`src/pkg/pmr_regs.vh`:
```
// Purpose: constants of the phy management register bank
// Assumes: included by bare name from the design files
// Notes: addresses are register numbers on the management frame
`ifndef PMR_REGS_VH
`define PMR_REGS_VH

// register addresses
`define PMR_REG_CONTROL 5'h00
`define PMR_REG_STATUS 5'h01
`define PMR_REG_IDENT_HIGH 5'h02
`define PMR_REG_IDENT_LOW 5'h03
`define PMR_REG_ADVERTISE 5'h04
`define PMR_REG_PARTNER 5'h05
`define PMR_REG_EXPANSION 5'h06

// reset values and masks
`define PMR_CONTROL_RESET 16'h3100
`define PMR_STATUS_FIXED 16'h7809
`define PMR_ADVERTISE_RESET 16'h01E1
`define PMR_ADVERTISE_WMASK 16'h3DFF

// control field positions
`define PMR_CTL_SOFT_RESET 15
`define PMR_CTL_LOOPBACK 14
`define PMR_CTL_SPEED 13
`define PMR_CTL_AN_ENABLE 12
`define PMR_CTL_POWER_DOWN 11
`define PMR_CTL_ISOLATE 10
`define PMR_CTL_AN_RESTART 9
`define PMR_CTL_DUPLEX 8
`define PMR_CTL_COL_TEST 7

// status field positions
`define PMR_STS_AN_DONE 5
`define PMR_STS_REMOTE_FAULT 4
`define PMR_STS_LINK 2
`define PMR_STS_JABBER 1

// management frame constants
`define PMR_PREAMBLE_BITS 6'h20
`define PMR_OP_READ 2'h2
`define PMR_OP_WRITE 2'h1
`define PMR_ADDR_LAST 4'h9
`define PMR_DATA_LAST 4'hF

`endif

```
`src/verilog/pmr_sync.v`:
```
// Purpose: two flip-flop synchroniser for pin inputs
// Assumes: inputs are asynchronous to ref_clk
// Notes: first stage is read only by the second stage
`timescale 1ns/1ps
module pmr_sync #(
    parameter W = 2
) (
    // clock, reset, enable
    input wire ref_clk,
    input wire arst_n,
    input wire ce,
    // data
    input wire [W-1:0] d,
    output reg [W-1:0] q
);

reg [W-1:0] meta;

// two stage capture, frozen while ce is low
always @(posedge ref_clk or negedge arst_n)
begin
    if (!arst_n)
    begin
        meta <= {W{1'b0}};
        q <= {W{1'b0}};
    end
    else if (ce)
    begin
        meta <= d;
        q <= meta;
    end
end

endmodule // pmr_sync

```
`src/verilog/pmr_mgmt_regs.v`:
```
// Purpose: management register bank of a 10/100 phy behind mdc/mdio
// Assumes: mdc is far slower than ref_clk; status inputs are on ref_clk
// Notes: frames need a full 32 bit preamble before the start bits
// Function
// - seven 16-bit registers at management addresses 0 to 6
// - control register reads 3100h after reset
// - soft reset and autoneg restart bits act once and self-clear
// - control bit 14 enables loopback, resets to zero
// - autoneg enabled means bits 8 and 13 do not pick speed, duplex
// - control bit 7 enables collision test, resets to zero
// - status reads 7809h after reset, all bits read-only
// - status bit 15, t4 ability, always zero
// - status bits 14 to 11 and bit 3 always one
// - status bit 6 zero; frames without preamble are rejected
// - status bit 5 shows autoneg completion
// - status bit 4 latches remote fault until read or reset
// - status bit 2 shows link, latching low on any loss
// - status bit 1 latches high on jabber
// - status bit 0 always one, extended registers present
// - oui bits split over ident high and ident low 15:10, read-only
// - ident low holds model in 9:4, revision in 3:0
// - advertisement selector resets to 00001
`timescale 1ns/1ps
`include "pmr_regs.vh"
module pmr_mgmt_regs #(
    parameter [4:0] PHY_ADDR = 5'h01,
    parameter [15:0] OUI_HIGH = 16'h0A5C, // arbitrary value
    parameter [5:0] OUI_LOW = 6'h15, // arbitrary value
    parameter [5:0] MODEL = 6'h02, // arbitrary value
    parameter [3:0] REVISION = 4'h1 // arbitrary value
) (
    // clock, reset, enable
    input wire ref_clk,
    input wire arst_n,
    input wire ce,
    // management pins
    input wire mdc,
    input wire mdio_in,
    output reg mdio_out,
    output reg mdio_oe,
    // conditions from the phy core
    input wire an_done_in,
    input wire remote_fault_in,
    input wire link_ok_in,
    input wire jabber_in,
    input wire an_speed_100_in,
    input wire an_full_duplex_in,
    input wire [15:0] lp_ability_in,
    input wire [15:0] an_expansion_in,
    // controls to the phy core
    output reg soft_reset_pulse,
    output reg autoneg_restart_pulse,
    output reg loopback_en,
    output reg power_down,
    output reg isolate,
    output reg collision_test,
    output reg autoneg_enable,
    output reg link_speed_100,
    output reg link_full_duplex,
    output reg [15:0] advertise_word
);

localparam [15:0] CTRL_RST = `PMR_CONTROL_RESET;
localparam [5:0] ST_PRE = 6'b000001;
localparam [5:0] ST_START = 6'b000010;
localparam [5:0] ST_OP = 6'b000100;
localparam [5:0] ST_ADDR = 6'b001000;
localparam [5:0] ST_TA = 6'b010000;
localparam [5:0] ST_DATA = 6'b100000;

wire [1:0] pin_s;
wire mdc_s;
wire mdio_s;
reg mdc_d;
wire mdc_rise;
reg [5:0] state;
reg [5:0] pre_cnt;
reg [3:0] bit_cnt;
reg [1:0] op;
reg [8:0] addr_sh;
reg [4:0] reg_addr;
reg rd_go;
reg wr_go;
reg [15:0] rd_shift;
reg [14:0] wr_shift;
reg wr_stb;
reg [15:0] wr_data;
reg status_rd_stb;
reg speed_select;
reg duplex_select;
reg remote_fault_flag;
reg link_up_flag;
reg jabber_flag;
wire [9:0] addr_next;

// read value of one register, zero outside the bank
function [15:0] pmr_read_word;
    input [4:0] a;
    begin
        case (a)
            `PMR_REG_CONTROL:
                pmr_read_word = {1'b0, loopback_en, speed_select,
                    autoneg_enable, power_down, isolate, 1'b0,
                    duplex_select, collision_test, 7'h00};
            `PMR_REG_STATUS:
                pmr_read_word = `PMR_STATUS_FIXED
                    | ({15'h0000, an_done_in} << `PMR_STS_AN_DONE)
                    | ({15'h0000, remote_fault_flag} << `PMR_STS_REMOTE_FAULT)
                    | ({15'h0000, link_up_flag} << `PMR_STS_LINK)
                    | ({15'h0000, jabber_flag} << `PMR_STS_JABBER);
            `PMR_REG_IDENT_HIGH:
                pmr_read_word = OUI_HIGH;
            `PMR_REG_IDENT_LOW:
                pmr_read_word = {OUI_LOW, MODEL, REVISION};
            `PMR_REG_ADVERTISE:
                pmr_read_word = advertise_word;
            `PMR_REG_PARTNER:
                pmr_read_word = lp_ability_in;
            `PMR_REG_EXPANSION:
                pmr_read_word = an_expansion_in;
            default:
                pmr_read_word = 16'h0000;
        endcase
    end
endfunction

// pin synchronisers for mdc and mdio
pmr_sync #(
    .W(2)
) u_sync (
    .ref_clk(ref_clk),
    .arst_n(arst_n),
    .ce(ce),
    .d({mdc, mdio_in}),
    .q(pin_s)
);

assign mdc_s = pin_s[1];
assign mdio_s = pin_s[0];
assign mdc_rise = mdc_s & ~mdc_d;
assign addr_next = {addr_sh, mdio_s};

// mdc edge finder
always @(posedge ref_clk or negedge arst_n)
begin
    if (!arst_n)
        mdc_d <= 1'b0;
    else if (ce)
        mdc_d <= mdc_s;
end

// management frame engine, one step per mdc rising edge
always @(posedge ref_clk or negedge arst_n)
begin
    if (!arst_n)
    begin
        state <= ST_PRE;
        pre_cnt <= 6'd0;
        bit_cnt <= 4'd0;
        op <= 2'b00;
        addr_sh <= 9'h000;
        reg_addr <= 5'h00;
        rd_go <= 1'b0;
        wr_go <= 1'b0;
        rd_shift <= 16'h0000;
        wr_shift <= 15'h0000;
        wr_stb <= 1'b0;
        wr_data <= 16'h0000;
        status_rd_stb <= 1'b0;
        mdio_out <= 1'b0;
        mdio_oe <= 1'b0;
    end
    else if (ce)
    begin
        wr_stb <= 1'b0;
        status_rd_stb <= 1'b0;
        if (mdc_rise)
        begin
            case (state)
                ST_PRE:
                begin
                    if (mdio_s)
                    begin
                        if (pre_cnt != `PMR_PREAMBLE_BITS)
                            pre_cnt <= pre_cnt + 6'd1;
                    end
                    else if (pre_cnt == `PMR_PREAMBLE_BITS)
                    begin
                        state <= ST_START;
                        pre_cnt <= 6'd0;
                    end
                    else
                        pre_cnt <= 6'd0; // short preamble: drop frame
                end
                ST_START:
                begin
                    bit_cnt <= 4'd0;
                    if (mdio_s)
                        state <= ST_OP;
                    else
                        state <= ST_PRE;
                end
                ST_OP:
                begin
                    op <= {op[0], mdio_s};
                    if (bit_cnt == 4'd1)
                    begin
                        state <= ST_ADDR;
                        bit_cnt <= 4'd0;
                    end
                    else
                        bit_cnt <= bit_cnt + 4'd1;
                end
                ST_ADDR:
                begin
                    addr_sh <= addr_next[8:0];
                    bit_cnt <= bit_cnt + 4'd1;
                    if (bit_cnt == `PMR_ADDR_LAST)
                    begin
                        bit_cnt <= 4'd0;
                        reg_addr <= addr_next[4:0];
                        rd_go <= (op == `PMR_OP_READ)
                            && (addr_next[9:5] == PHY_ADDR);
                        wr_go <= (op == `PMR_OP_WRITE)
                            && (addr_next[9:5] == PHY_ADDR);
                        rd_shift <= pmr_read_word(addr_next[4:0]);
                        // a status read releases the latched bits
                        status_rd_stb <= (op == `PMR_OP_READ)
                            && (addr_next[9:5] == PHY_ADDR)
                            && (addr_next[4:0] == `PMR_REG_STATUS);
                        if ((op == `PMR_OP_READ) || (op == `PMR_OP_WRITE))
                            state <= ST_TA;
                        else
                            state <= ST_PRE;
                    end
                end
                ST_TA:
                begin
                    if (bit_cnt == 4'd0)
                    begin
                        bit_cnt <= 4'd1;
                        mdio_oe <= rd_go; // second turnaround bit is zero
                        mdio_out <= 1'b0;
                    end
                    else
                    begin
                        bit_cnt <= 4'd0;
                        state <= ST_DATA;
                        if (rd_go)
                        begin
                            mdio_out <= rd_shift[15];
                            rd_shift <= {rd_shift[14:0], 1'b0};
                        end
                    end
                end
                ST_DATA:
                begin
                    wr_shift <= {wr_shift[13:0], mdio_s};
                    bit_cnt <= bit_cnt + 4'd1;
                    if (rd_go)
                    begin
                        mdio_out <= rd_shift[15];
                        rd_shift <= {rd_shift[14:0], 1'b0};
                    end
                    if (bit_cnt == `PMR_DATA_LAST)
                    begin
                        mdio_oe <= 1'b0;
                        mdio_out <= 1'b0;
                        rd_go <= 1'b0;
                        wr_go <= 1'b0;
                        wr_stb <= wr_go;
                        wr_data <= {wr_shift, mdio_s};
                        state <= ST_PRE;
                        pre_cnt <= 6'd0;
                        bit_cnt <= 4'd0;
                    end
                end
                default:
                begin
                    state <= ST_PRE;
                    pre_cnt <= 6'd0;
                    mdio_oe <= 1'b0;
                end
            endcase
        end
    end
end

// control and advertisement registers, written by management frames
always @(posedge ref_clk or negedge arst_n)
begin
    if (!arst_n)
    begin
        loopback_en <= CTRL_RST[`PMR_CTL_LOOPBACK];
        speed_select <= CTRL_RST[`PMR_CTL_SPEED];
        autoneg_enable <= CTRL_RST[`PMR_CTL_AN_ENABLE];
        power_down <= CTRL_RST[`PMR_CTL_POWER_DOWN];
        isolate <= CTRL_RST[`PMR_CTL_ISOLATE];
        duplex_select <= CTRL_RST[`PMR_CTL_DUPLEX];
        collision_test <= CTRL_RST[`PMR_CTL_COL_TEST];
        soft_reset_pulse <= 1'b0;
        autoneg_restart_pulse <= 1'b0;
        advertise_word <= `PMR_ADVERTISE_RESET;
    end
    else if (ce)
    begin
        soft_reset_pulse <= 1'b0;
        autoneg_restart_pulse <= 1'b0;
        if (wr_stb && (reg_addr == `PMR_REG_CONTROL))
        begin
            if (wr_data[`PMR_CTL_SOFT_RESET])
            begin
                // software reset restores defaults; the bit reads zero
                soft_reset_pulse <= 1'b1;
                loopback_en <= CTRL_RST[`PMR_CTL_LOOPBACK];
                speed_select <= CTRL_RST[`PMR_CTL_SPEED];
                autoneg_enable <= CTRL_RST[`PMR_CTL_AN_ENABLE];
                power_down <= CTRL_RST[`PMR_CTL_POWER_DOWN];
                isolate <= CTRL_RST[`PMR_CTL_ISOLATE];
                duplex_select <= CTRL_RST[`PMR_CTL_DUPLEX];
                collision_test <= CTRL_RST[`PMR_CTL_COL_TEST];
                advertise_word <= `PMR_ADVERTISE_RESET;
            end
            else
            begin
                loopback_en <= wr_data[`PMR_CTL_LOOPBACK];
                speed_select <= wr_data[`PMR_CTL_SPEED];
                autoneg_enable <= wr_data[`PMR_CTL_AN_ENABLE];
                power_down <= wr_data[`PMR_CTL_POWER_DOWN];
                isolate <= wr_data[`PMR_CTL_ISOLATE];
                duplex_select <= wr_data[`PMR_CTL_DUPLEX];
                collision_test <= wr_data[`PMR_CTL_COL_TEST];
                autoneg_restart_pulse <= wr_data[`PMR_CTL_AN_RESTART];
            end
        end
        // read-only bits of the advertisement keep their values
        if (wr_stb && (reg_addr == `PMR_REG_ADVERTISE))
            advertise_word <= (wr_data & `PMR_ADVERTISE_WMASK)
                | (advertise_word & ~`PMR_ADVERTISE_WMASK);
    end
end

// latched status bits; a new event wins over the read release
always @(posedge ref_clk or negedge arst_n)
begin
    if (!arst_n)
    begin
        remote_fault_flag <= 1'b0;
        link_up_flag <= 1'b0;
        jabber_flag <= 1'b0;
    end
    else if (ce)
    begin
        if (soft_reset_pulse)
        begin
            remote_fault_flag <= remote_fault_in;
            link_up_flag <= 1'b0;
            jabber_flag <= jabber_in;
        end
        else
        begin
            remote_fault_flag <= remote_fault_in
                | (remote_fault_flag & ~status_rd_stb);
            link_up_flag <= link_ok_in
                & (link_up_flag | status_rd_stb);
            jabber_flag <= jabber_in
                | (jabber_flag & ~status_rd_stb);
        end
    end
end

// resolved speed and duplex for the phy core
always @(posedge ref_clk or negedge arst_n)
begin
    if (!arst_n)
    begin
        link_speed_100 <= 1'b0;
        link_full_duplex <= 1'b0;
    end
    else if (ce)
    begin
        if (autoneg_enable)
        begin
            link_speed_100 <= an_speed_100_in;
            link_full_duplex <= an_full_duplex_in;
        end
        else
        begin
            link_speed_100 <= speed_select;
            link_full_duplex <= duplex_select;
        end
    end
end

endmodule // pmr_mgmt_regs

```
`config.mk`:
```
export PLATFORM = sky130hd
export DESIGN_NAME = pmr_mgmt_regs
export DESIGN_NICKNAME = d
export VERILOG_FILES = /design/src/verilog/pmr_sync.v /design/src/verilog/pmr_mgmt_regs.v
export VERILOG_INCLUDE_DIRS = /design/src /design/src/pkg
export SDC_FILE = /design/constraint.sdc
export NUM_CORES = 1
export LEC_CHECK = 0
export ABC_AREA = 1
export BUFFER_PORTS_ARGS = -buffer_cell sky130_fd_sc_hd__clkbuf_2
export CORE_UTILIZATION = 58
export DETAILED_ROUTE_END_ITERATION = 10
export PLACE_DENSITY = 0.79
export SLEW_MARGIN = 25
export SYNTH_ARGS = -nofsm -noshare
export SYNTH_HDL_FRONTEND = slang
export SYNTH_SLANG_ARGS = --single-unit
```
`constraint.sdc`:
```
create_clock -name ref_clk -period 2.07 [get_ports ref_clk]
set_input_delay 0.207 -clock ref_clk [delete_from_list [all_inputs] [get_ports ref_clk]]
set_output_delay 0.207 -clock ref_clk [all_outputs]
set_load 0.01 [all_outputs]
```
==> summary.txt, run 1 <==
STA
  • Setup TNS: 0 ps
  • Clk_skew: 7.35 ps
  • Final min period: 1820 ps
  • Headroom to the max-slew limit: 0.579
  • Maximum achievable frequency: 550 MHz
  • Hold Violations, Final: 0
  • Post-route setup slack: 253 ps
  • Final setup viols: 0
  • Final max-slew violation count: 0
  • RSZ-0062 raised after global routing: no
  • Period utilisation layout: 0.878
  • Pin slew with the least headroom to its limit: 632 ps

Drt
  • Vias: 5,435
  • Total Wirelength: 15,500 um
  • DR WL/cell: 15.5 um
  • DRC Markers: 0
  • Via density: 5.45
  • TritonRoute pass-1 iters: 5
  • Drt initial violations: 459
  • Antenna-violating nets left: 0

Logic synthesis
  • Top_reg_cell synth: dfrtp_1
  • Async SR Flop Fraction: 1.00
  • Synth Cell Area: 6050 um^2
  • Ranking of synthesized cells by area: dfrtp_1, nand2_1, o21ai_0
  • Synth warnings: 0
  • Number of enable flip-flop cells after synthesis: 0
  • Share of the synthesized area in the top cell type: 0.446
  • Largest area contributor in the netlist: dfrtp_1
  • Avg Synthesized Cell Area: 7.88 um^2
  • Synth Register Bits: 117
  • Count of different cell masters after synthesis: 39
  • Syn Inst Count: 768
  • Seq/Total Area, Yosys: 0.485

Worst hold path
  • Worst hold path class: in2reg

Final layout
  • Register area: 2940 um^2
  • Footprint of the multi-input gates: 2670 um^2
  • Synth-to-layout area growth: 19.1%
  • Final Cell Area: 7210 um^2
  • Share of layout cells above drive strength 1: 0.205
  • Total Nets Final: 902
  • Ant diodes: 0
  • # fillers: 768

Setup path
  • Critical Path Sink Type: flop
  • Critical path arrival: 2220 ps
  • Critical setup path kind: reg2reg
  • Max FO, Critical Path: 11
  • CP Data Required Time: 2470 ps
  • Startpoint class of the critical path: flop

Die
  • Row cnt: 36
  • Io pins: 70
  • Die Width: 104 um
  • Chip Height: 104 um
  • Die area: 10,900 um^2
  • Total core area: 9950 um^2
  • Initial Util: 0.608

Clock tree
  • Root Buffer: clkbuf_8
  • Num CTS Buffers: 17
  • CTS Buffer Depth: 2
  • Post-CTS Setup Inserts: 0
  • Clk_lat worst skew: 540 ps
  • # clock sinks: 117
  • H-tree depth: 4
  • TritonCTS clock tree: done
  • Reg clk slew, reported paths: 60 ps
  • Post_cts resized: 0

Global route
  • Largest net degree at the start of global routing: 47
  • Initial antenna violation count: 0
  • GRT Overall Usage: 0.306
  • Vias in the first global route: 5,207
  • Global-route wire length before repair: 25,600 um
  • Gr ovfl total: 0

Place
  • Routability congestion estimate: 0.850
  • Post-Place Cell Area: 6530 um^2
  • IO Port Bufs: 66
  • Dpl ws: 269 ps
  • DP HPWL: 11,000 um

Flow run
  • MaxCap Viol Count: 0

Power and ir drop
  • Leakage dissipation: 3.69 nW
  • Worst VDD drop: 689 uV
  • Pwr dens: 870 nW/um^2

Status
  • Status: complete, no violations
-- flip-flops by register name, summed over array words and instances, names as in the netlist, 2 cells and up --
name	flops
advertise_word	13
op	2
wr_data	16
state	6
wr_shift	15
pre_cnt	6
u_sync.q	2
u_sync.meta	2
rd_shift	16
bit_cnt	4
addr_sh	9
reg_addr	5
-- metrics by stage --
step	hold slack, ps	utilization	std cells	power [W]
final	57.5	0.724	998	0.00628
after global routing	97.1	0.724	998	0.00652
after CTS	35.9	0.724	998	0.00629
after detailed placement	267	0.656	958	0.00333
after global placement	254	0.656	958	0.00330
after floorplan	-88.6	-	770	0.00307
-- final timing paths --
kind | depth (start not counted) | endpoint | slack [ps] | startpoint
max reg2reg | 6 | reg_addr[2] | 250 | state[4]
max | 6 | reg_addr[2] | 250 | state[4]
min in group asynchronous | 2 | pre_cnt[0] | 230 | arst_n
min reg2reg | 2 | wr_shift[5] | 480 | wr_shift[4]
min | 5 | rd_shift[0] | 60 | an_expansion_in[0]
max in group asynchronous | 3 | advertise_word[6] | 1190 | arst_n
-- cells in the final DEF (no fill, tap or decap), drive strengths merged --
cell type,instances
clkbuf,85
or2,3
nand4,21
nor2,80
o31ai,2
dlygate4sd3,8
a21boi,1
buf,15
o211ai,4
xor2,2
o22ai,1
conb,3
nor3,6
a21oi,13
ha,7
nand2b,1
clkinvlp,1
dfrtp,108
nand3,51
clkinv,7
nand3b,1
dfstp,9
bufinv,2
a31oi,1
o21ai,90
a2bb2oi,1
o21bai,1
nand2,262
inv,79
-- cell usage after synthesis, types with 7 or more instances --
cell	instances
buf_4	8
o21ai_1	32
nor2_1	57
a21oi_1	13
o21ai_0	55
dfstp_2	9
nand2_1	253
nand4_1	21
nor2_2	13
buf_2	9
inv_1	66
nor2_4	9
inv_2	9
dfrtp_1	108
nand3_1	43
ha_1	7
-- cell type report --
cell class	count	share of cell area
Clock inverter	12	0.0198
Timing Repair Buffer	88	0.0753
Inverter	77	0.0408
Tap cell	133	0.0231
Sequential cell	117	0.408
Clock buffer	20	0.0632
Multi-Input combinational cell	551	0.370
-- critical path: stages, from the launching register on --
cell and delay (ps):
dfrtp_1 450, nor2_2 240, nand3_4 200, nor2_8 120, nand4_1 370, nand2_1 210, o21ai_1 100
-- where the power goes --
group	switching (W)	internal [W]	total, W
Sequential	0.000145	0.00242	0.00257
Clock	0.00113	0.00183	0.00296
Combinational	0.000505	0.000241	0.000746
-- routing by layer --
layer,wire (um),part of all wire,global-route usage
met1,6830,0.44,0.412
met2,7330,0.47,0.471
met3,893,0.058,0.0764
met4,414,0.027,0.133
met5,0,0,0
-- logic make-up after synthesis --
| group | share of synthesized area |
|---|---|
| buffers and inverters | 0.0746 |
| DFF | 0.485 |
| xor gates and xnor gates | 0.00289 |
| other | 0.000619 |
| adders and majority gates | 0.0145 |
| and+or+nand+nor | 0.322 |
| AOI/OAI and AO/OA | 0.100 |
-- timing repair --
action / CTS / global route
setup endpoints to repair: 0 / 0
hold endpoints to repair: 46 / 0
hold buffers: 8 / 0
(Power assumes the default switching activity.)
==> run 2, diff against run 1 <==
Settings changed: BUFFER_PORTS_ARGS -buffer_cell sky130_fd_sc_hd__clkbuf_2 to -buffer_cell sky130_fd_sc_hd__buf_2.
==> summary.txt, run 2 (same netlist as run 1, synthesis figures left out) <==
Clock tree
  • Num CTS Buffers: 17
  • Reg clk slew, reported paths: 60 ps
  • CTS Buffer Depth: 2
  • Root Buffer: clkbuf_8
  • # clock sinks: 117
  • TritonCTS clock tree: done
  • Clk_lat worst skew: 550 ps
  • H-tree depth: 4
  • Post_cts resized: 0

Power and ir drop
  • Switching Share: 0.285
  • Combinational power share: 0.120
  • Switching power: 0.00175 W
  • Final Power: 0.00613 W
  • Seq pwr share: 0.419
  • Internal Power: 0.00438 W
  • Worst VDD drop: 735 uV
  • Pwr dens: 855 nW/um^2
  • Power share of the clock group: 0.461
  • Leakage dissipation: 3.66 nW

STA
  • Pin slew with the least headroom to its limit: 650 ps
  • Post-route setup slack: 263 ps
  • Period utilisation layout: 0.873
  • Final max-slew violation count: 0
  • Headroom to the max-slew limit: 0.567
  • Hold Violations, Final: 0
  • Maximum achievable frequency: 553 MHz
  • Final setup viols: 0
  • Clk_skew: 10.8 ps
  • RSZ-0062 raised after global routing: no
  • Final min period: 1810 ps
  • Setup TNS: 0 ps

Setup path
  • Critical path cell sequence: ha_1 > nand2_1 > nor2_2 > nor2_4 > nor2_1 > nand3_2 > nand2_1 > o21ai_2
  • Flop2flop setup slack: 260 ps
  • Critical setup path kind: reg2reg
  • RR Startpoint: bit_cnt[0]
  • Max FO, Critical Path: 12
  • Most used cell, CP: nand2_1
  • Critical path arrival: 2240 ps
  • Worst R2R End: pre_cnt[5]
  • Startpoint class of the critical path: flop
  • Max stage delay on crit path: 440 ps
  • Critical Path Sink Type: flop
  • Reg2reg path depth: 8
  • CP max stage cell: dfrtp_1
  • CP Data Required Time: 2500 ps

Drt
  • Via density: 5.39
  • Drt initial violations: 410
  • DRC Markers: 0
  • DR WL/cell: 15.0 um
  • Total Wirelength: 15,000 um
  • Vias: 5,367
  • Antenna-violating nets left: 0
  • TritonRoute pass-1 iters: 5

Die
  • Chip Height: 104 um
  • Row cnt: 36
  • Io pins: 70
  • Total core area: 9950 um^2
  • Die Width: 104 um
  • Die area: 10,900 um^2
  • Initial Util: 0.608

Global route
  • Initial antenna violation count: 0
  • Vias in the first global route: 5,198
  • Global-route wire length before repair: 24,900 um
  • GRT Overall Usage: 0.295
  • Gr ovfl total: 0
  • Largest net degree at the start of global routing: 49

Final layout
  • Synth-to-layout area growth: 18.4%
  • Final Cell Area: 7170 um^2
  • Commonest non-fill, non-tap cell in the layout: nand2_1
  • Total Nets Final: 900
  • Fin cells: 996
  • Biggest regs: rd_shift (16), wr_data (16), wr_shift (15)
  • Ant diodes: 0
  • Most frequent cells in the layout: nand2_1, dfrtp_1, inv_1
  • # fillers: 763
  • Share of layout cells above drive strength 1: 0.202

Place
  • Post-Place Cell Area: 6520 um^2
  • Dpl ws: 283 ps
  • DP HPWL: 10,500 um
  • IO Port Bufs: 66
  • Routability congestion estimate: 0.873
  • Dpl cells: 956

Worst hold path
  • Hold depth: 5
  • WHS Endpoint: rd_shift[0]
  • Hold wc startpoint: lp_ability_in[0]
  • Worst hold path class: in2reg

Status
  • Status: complete, no violations

Flow run
  • MaxCap Viol Count: 0
[run 2: changes by cell type in the layout (fill, tap and decap cells not counted), sizes merged]
cell / before / now
inv: 79 / 77
clkbuf: 85 / 18
clkinv: 7 / 8
buf: 15 / 78
clkinvlp: 1 / 4
[run 2: worst max-delay path: cells and delay by family, from the launching register on]
family / cells / cell delay [ps]
DFF: 1 / 440
AOI/OAI and AO/OA: 1 / 50
and+or+nand+nor: 6 / 970
adders and majority gates: 1 / 230
[run 2: layout make-up]
type,count,area (um^2),area share
flip-flops and latches,117,2940,0.410
multi-input cells,551,2670,0.373
repair buffers,86,528,0.0736
clock buffers,18,418,0.0583
inverters,77,294,0.0410
well taps,133,166,0.0232
clock inverters,14,153,0.0213
[run 2: stage by stage]
step                      hold slack, ps   util
final                               53.7  0.720
after global routing                56.8  0.720
after CTS                           42.8  0.720
after detailed placement             277  0.655
after global placement               269  0.655
after floorplan                    -88.6      -
[run 2: repair_timing]
| action | CTS | global route |
|---|---|---|
| hold buffers | 8 | 0 |
| setup buffers | 0 | 0 |
| hold endpoints to repair | 52 | 0 |
[run 2: worst max-delay path by stage]
stage | startpoint | end | slack, ps | depth (start not counted)
finish | bit_cnt[0] | pre_cnt[5] | 260 | 8
global route | bit_cnt[0] | pre_cnt[5] | 70 | 8
CTS | bit_cnt[0] | pre_cnt[3] | 280 | 8
detailed placement | bit_cnt[0] | pre_cnt[3] | 280 | 8
global placement | u_sync.q[0] | rd_shift[8] | 370 | 9
floorplan | bit_cnt[0] | pre_cnt[4] | 550 | 9
[run 2: power groups by stage]
stage / clock, W / combinational [W] / sequential [W]
after floorplan: 0 / 0.000499 / 0.00257
after global placement: 0 / 0.000690 / 0.00259
after detailed placement: 0 / 0.000719 / 0.00260
after CTS: 0.00285 / 0.000735 / 0.00257
after global routing: 0.00295 / 0.000829 / 0.00258
final: 0.00282 / 0.000733 / 0.00257
[run 2: per-layer routing]
metal / part of all wire / track usage / vias to the layer above
met5: 0 / 0 / -
met4: 0.017 / 0.117 / 0
met3: 0.058 / 0.0708 / 24
met2: 0.47 / 0.469 / 177
met1: 0.46 / 0.390 / 2536
li1: - / - / 2630
==> run 3, diff against run 2 <==
Settings changed: ABC_AREA 1 to unset.
==> summary.txt, run 3 <==
Final layout
  • Biggest regs: rd_shift (16), wr_data (16), wr_shift (15)
  • # fillers: 659
  • Ant diodes: 0
  • Synth-to-layout area growth: 27.0%
  • Commonest non-fill, non-tap cell in the layout: dfrtp_1
  • Share of layout cells above drive strength 1: 0.367
  • Register area: 2940 um^2
  • Most frequent cells in the layout: dfrtp_1, buf_2, nand2_1
  • Final core occ: 0.763
  • Footprint of the multi-input gates: 2810 um^2
  • Total Nets Final: 730
  • Fin cells: 826

Global route
  • Gr ovfl total: 0
  • GRT Overall Usage: 0.314
  • Initial antenna violation count: 0
  • Global-route wire length before repair: 24,600 um
  • Vias in the first global route: 4,806
  • Largest net degree at the start of global routing: 39

STA
  • Min Hold Slack: 11.5 ps
  • Clk_skew: 8.76 ps
  • Hold Violations, Final: 0
  • Final setup viols: 0
  • Final max-slew violation count: 0
  • Setup TNS: 0 ps
  • Period utilisation layout: 0.988
  • Post-route setup slack: 24.8 ps
  • Maximum achievable frequency: 489 MHz
  • Pin slew with the least headroom to its limit: 585 ps
  • RSZ-0062 raised after global routing: yes
  • Final min period: 2050 ps
  • Headroom to the max-slew limit: 0.606

Logic synthesis
  • Synth cell count leaders: dfrtp_1, nand2_1, mux2_2, nor2_1, o21ai_0
  • Number of enable flip-flop cells after synthesis: 0
  • Largest area contributor in the netlist: dfrtp_1
  • Async SR Flop Fraction: 1.00
  • Seq/Total Area, Yosys: 0.498
  • Avg Synthesized Cell Area: 10.5 um^2
  • Syn Inst Count: 561
  • Synth Cell Area: 5900 um^2
  • Most common cell in the netlist: dfrtp_1
  • Count of different cell masters after synthesis: 66
  • Share of the synthesized area in the top cell type: 0.458
  • Ranking of synthesized cells by area: dfrtp_1, mux2_2, dfstp_2
  • Top_reg_cell synth: dfrtp_1
  • Synth Register Bits: 117
  • Synth warnings: 0

Drt
  • Drt initial violations: 339
  • Antenna-violating nets left: 0
  • Total Wirelength: 15,500 um
  • DR WL/cell: 18.8 um
  • Vias: 4,916
  • Via density: 5.95
  • DRC Markers: 0
  • TritonRoute pass-1 iters: 5

Clock tree
  • Num CTS Buffers: 17
  • Reg clk slew, reported paths: 60 ps
  • # clock sinks: 117
  • CTS Buffer Depth: 2
  • Root Buffer: clkbuf_8
  • Clk_lat worst skew: 520 ps
  • H-tree depth: 4
  • TritonCTS clock tree: done

Setup path
  • Setup crit end: state[3]
  • RR Startpoint: state[1]
  • Critical setup path kind: reg2reg
  • Critical path arrival: 2450 ps
  • Flop2flop setup slack: 20 ps
  • CP Data Required Time: 2470 ps
  • Max FO, Critical Path: 6
  • Setup crit start: state[1]
  • Worst R2R End: state[3]
  • Critical Path Sink Type: flop
  • Reg2reg path depth: 5
  • Startpoint class of the critical path: flop

Power and ir drop
  • Leakage dissipation: 3.55 nW
  • Worst VDD drop: 670 uV
  • Pwr dens: 891 nW/um^2

Die
  • Die Width: 103 um
  • Initial Util: 0.601
  • Total core area: 9820 um^2
  • Row cnt: 36
  • Die area: 10,600 um^2
  • Io pins: 70
  • Chip Height: 103 um

Place
  • Dpl cells: 778
  • Routability congestion estimate: 0.890
  • Dpl ws: -10.5 ps
  • IO Port Bufs: 66
  • DP HPWL: 10,700 um

Worst hold path
  • Hold wc startpoint: an_speed_100_in
  • Worst hold path class: in2reg

Status
  • Status: complete, no violations

Flow run
  • MaxCap Viol Count: 0
[run 3: cell count changes after synthesis, sizes merged, moves of 7 or more]
cell / before / now
nand2: 262 / 60
inv: 75 / 12
mux2: 0 / 57
o21ai: 90 / 39
nor2: 80 / 40
nand3: 51 / 13
a22o: 0 / 15
nand4: 21 / 6
clkbuf: 5 / 19
a21oi: 13 / 26
nand2b: 1 / 13
a22oi: 0 / 11
a31oi: 1 / 9
nor2b: 0 / 7
[run 3: logic make-up (layout without fill, tap and decap cells)]
kind of cell / count (synthesis) / in the layout / synth area share
AND/OR/NAND/NOR: 190 / 191 / 0.171
AO/OA/AOI/OAI: 132 / 132 / 0.151
flip-flops: 117 / 117 / 0.498
multiplexers: 62 / 62 / 0.121
buffers and inverters: 48 / 177 / 0.0377
adder cells (fa/ha/maj): 7 / 7 / 0.0148
XOR/XNOR: 4 / 4 / 0.00594
other: 1 / 3 / 0.000636
[run 3: worst max-delay path, stage by stage (launching register included)]
cell and delay [ps]:
dfrtp_2 440, or4_4 600, o31ai_4 210, and4b_1 210, buf_4 170, mux2_4 300
[run 3: layout make-up]
type	count	share of cell area
Inverter	13	0.00651
Tap cell	133	0.0222
Clock buffer	20	0.0608
Sequential cell	117	0.393
Timing Repair Buffer	132	0.123
Multi-Input combinational cell	399	0.375
Clock inverter	12	0.0192
[run 3: repair_timing]
action | 4_1_cts | 5_1_grt
hold buffers | 8 | 0
pin swaps | 1 | 3
resized for setup | 4 | 12
setup endpoints to repair | 6 | 27
gates cloned | 1 | 1
hold endpoints to repair | 41 | 0
buffers inserted | 4 | 2
[run 3: worst min path at each step]
| stage | endpoint | slack, ps | cells past startpoint |
|---|---|---|---|
| 2_1_floorplan | addr_sh[0] | -90 | 0 |
| 3_3_place_gp | state[3] | 220 | 1 |
| 3_5_place_dp | state[1] | 230 | 1 |
| 4_1_cts | link_speed_100 | 0.6 | 3 |
| 5_1_grt | link_speed_100 | 60 | 3 |
| 6_report | link_speed_100 | 10 | 3 |
[run 3: metal layers]
metal / vias up / track usage / part of all wire
met4: 0 / 0.107 / 0.017
met3: 28 / 0.0922 / 0.076
met1: 2395 / 0.425 / 0.43
met5: - / 0 / 0
met2: 213 / 0.487 / 0.48
li1: 2280 / - / -
[run 3: through the flow]
| stage | power, W | area [um^2] |
|---|---|---|
| 4_1_cts | 0.00663 | 7420 |
| 3_3_place_gp | 0.00366 | 6670 |
| 3_5_place_dp | 0.00370 | 6670 |
| 2_1_floorplan | 0.00328 | 5910 |
| 5_1_grt | 0.00695 | 7490 |
| 6_report | 0.00667 | 7490 |
[run 3: power breakdown]
part	internal (W)	leakage, nW	switching (W)	total, W
clock network	0.00183	0.285	0.00108	0.00291
logic	0.000564	1.71	0.000626	0.00119
registers	0.00243	1.55	0.000141	0.00257
total	0.00482	3.55	0.00185	0.00667
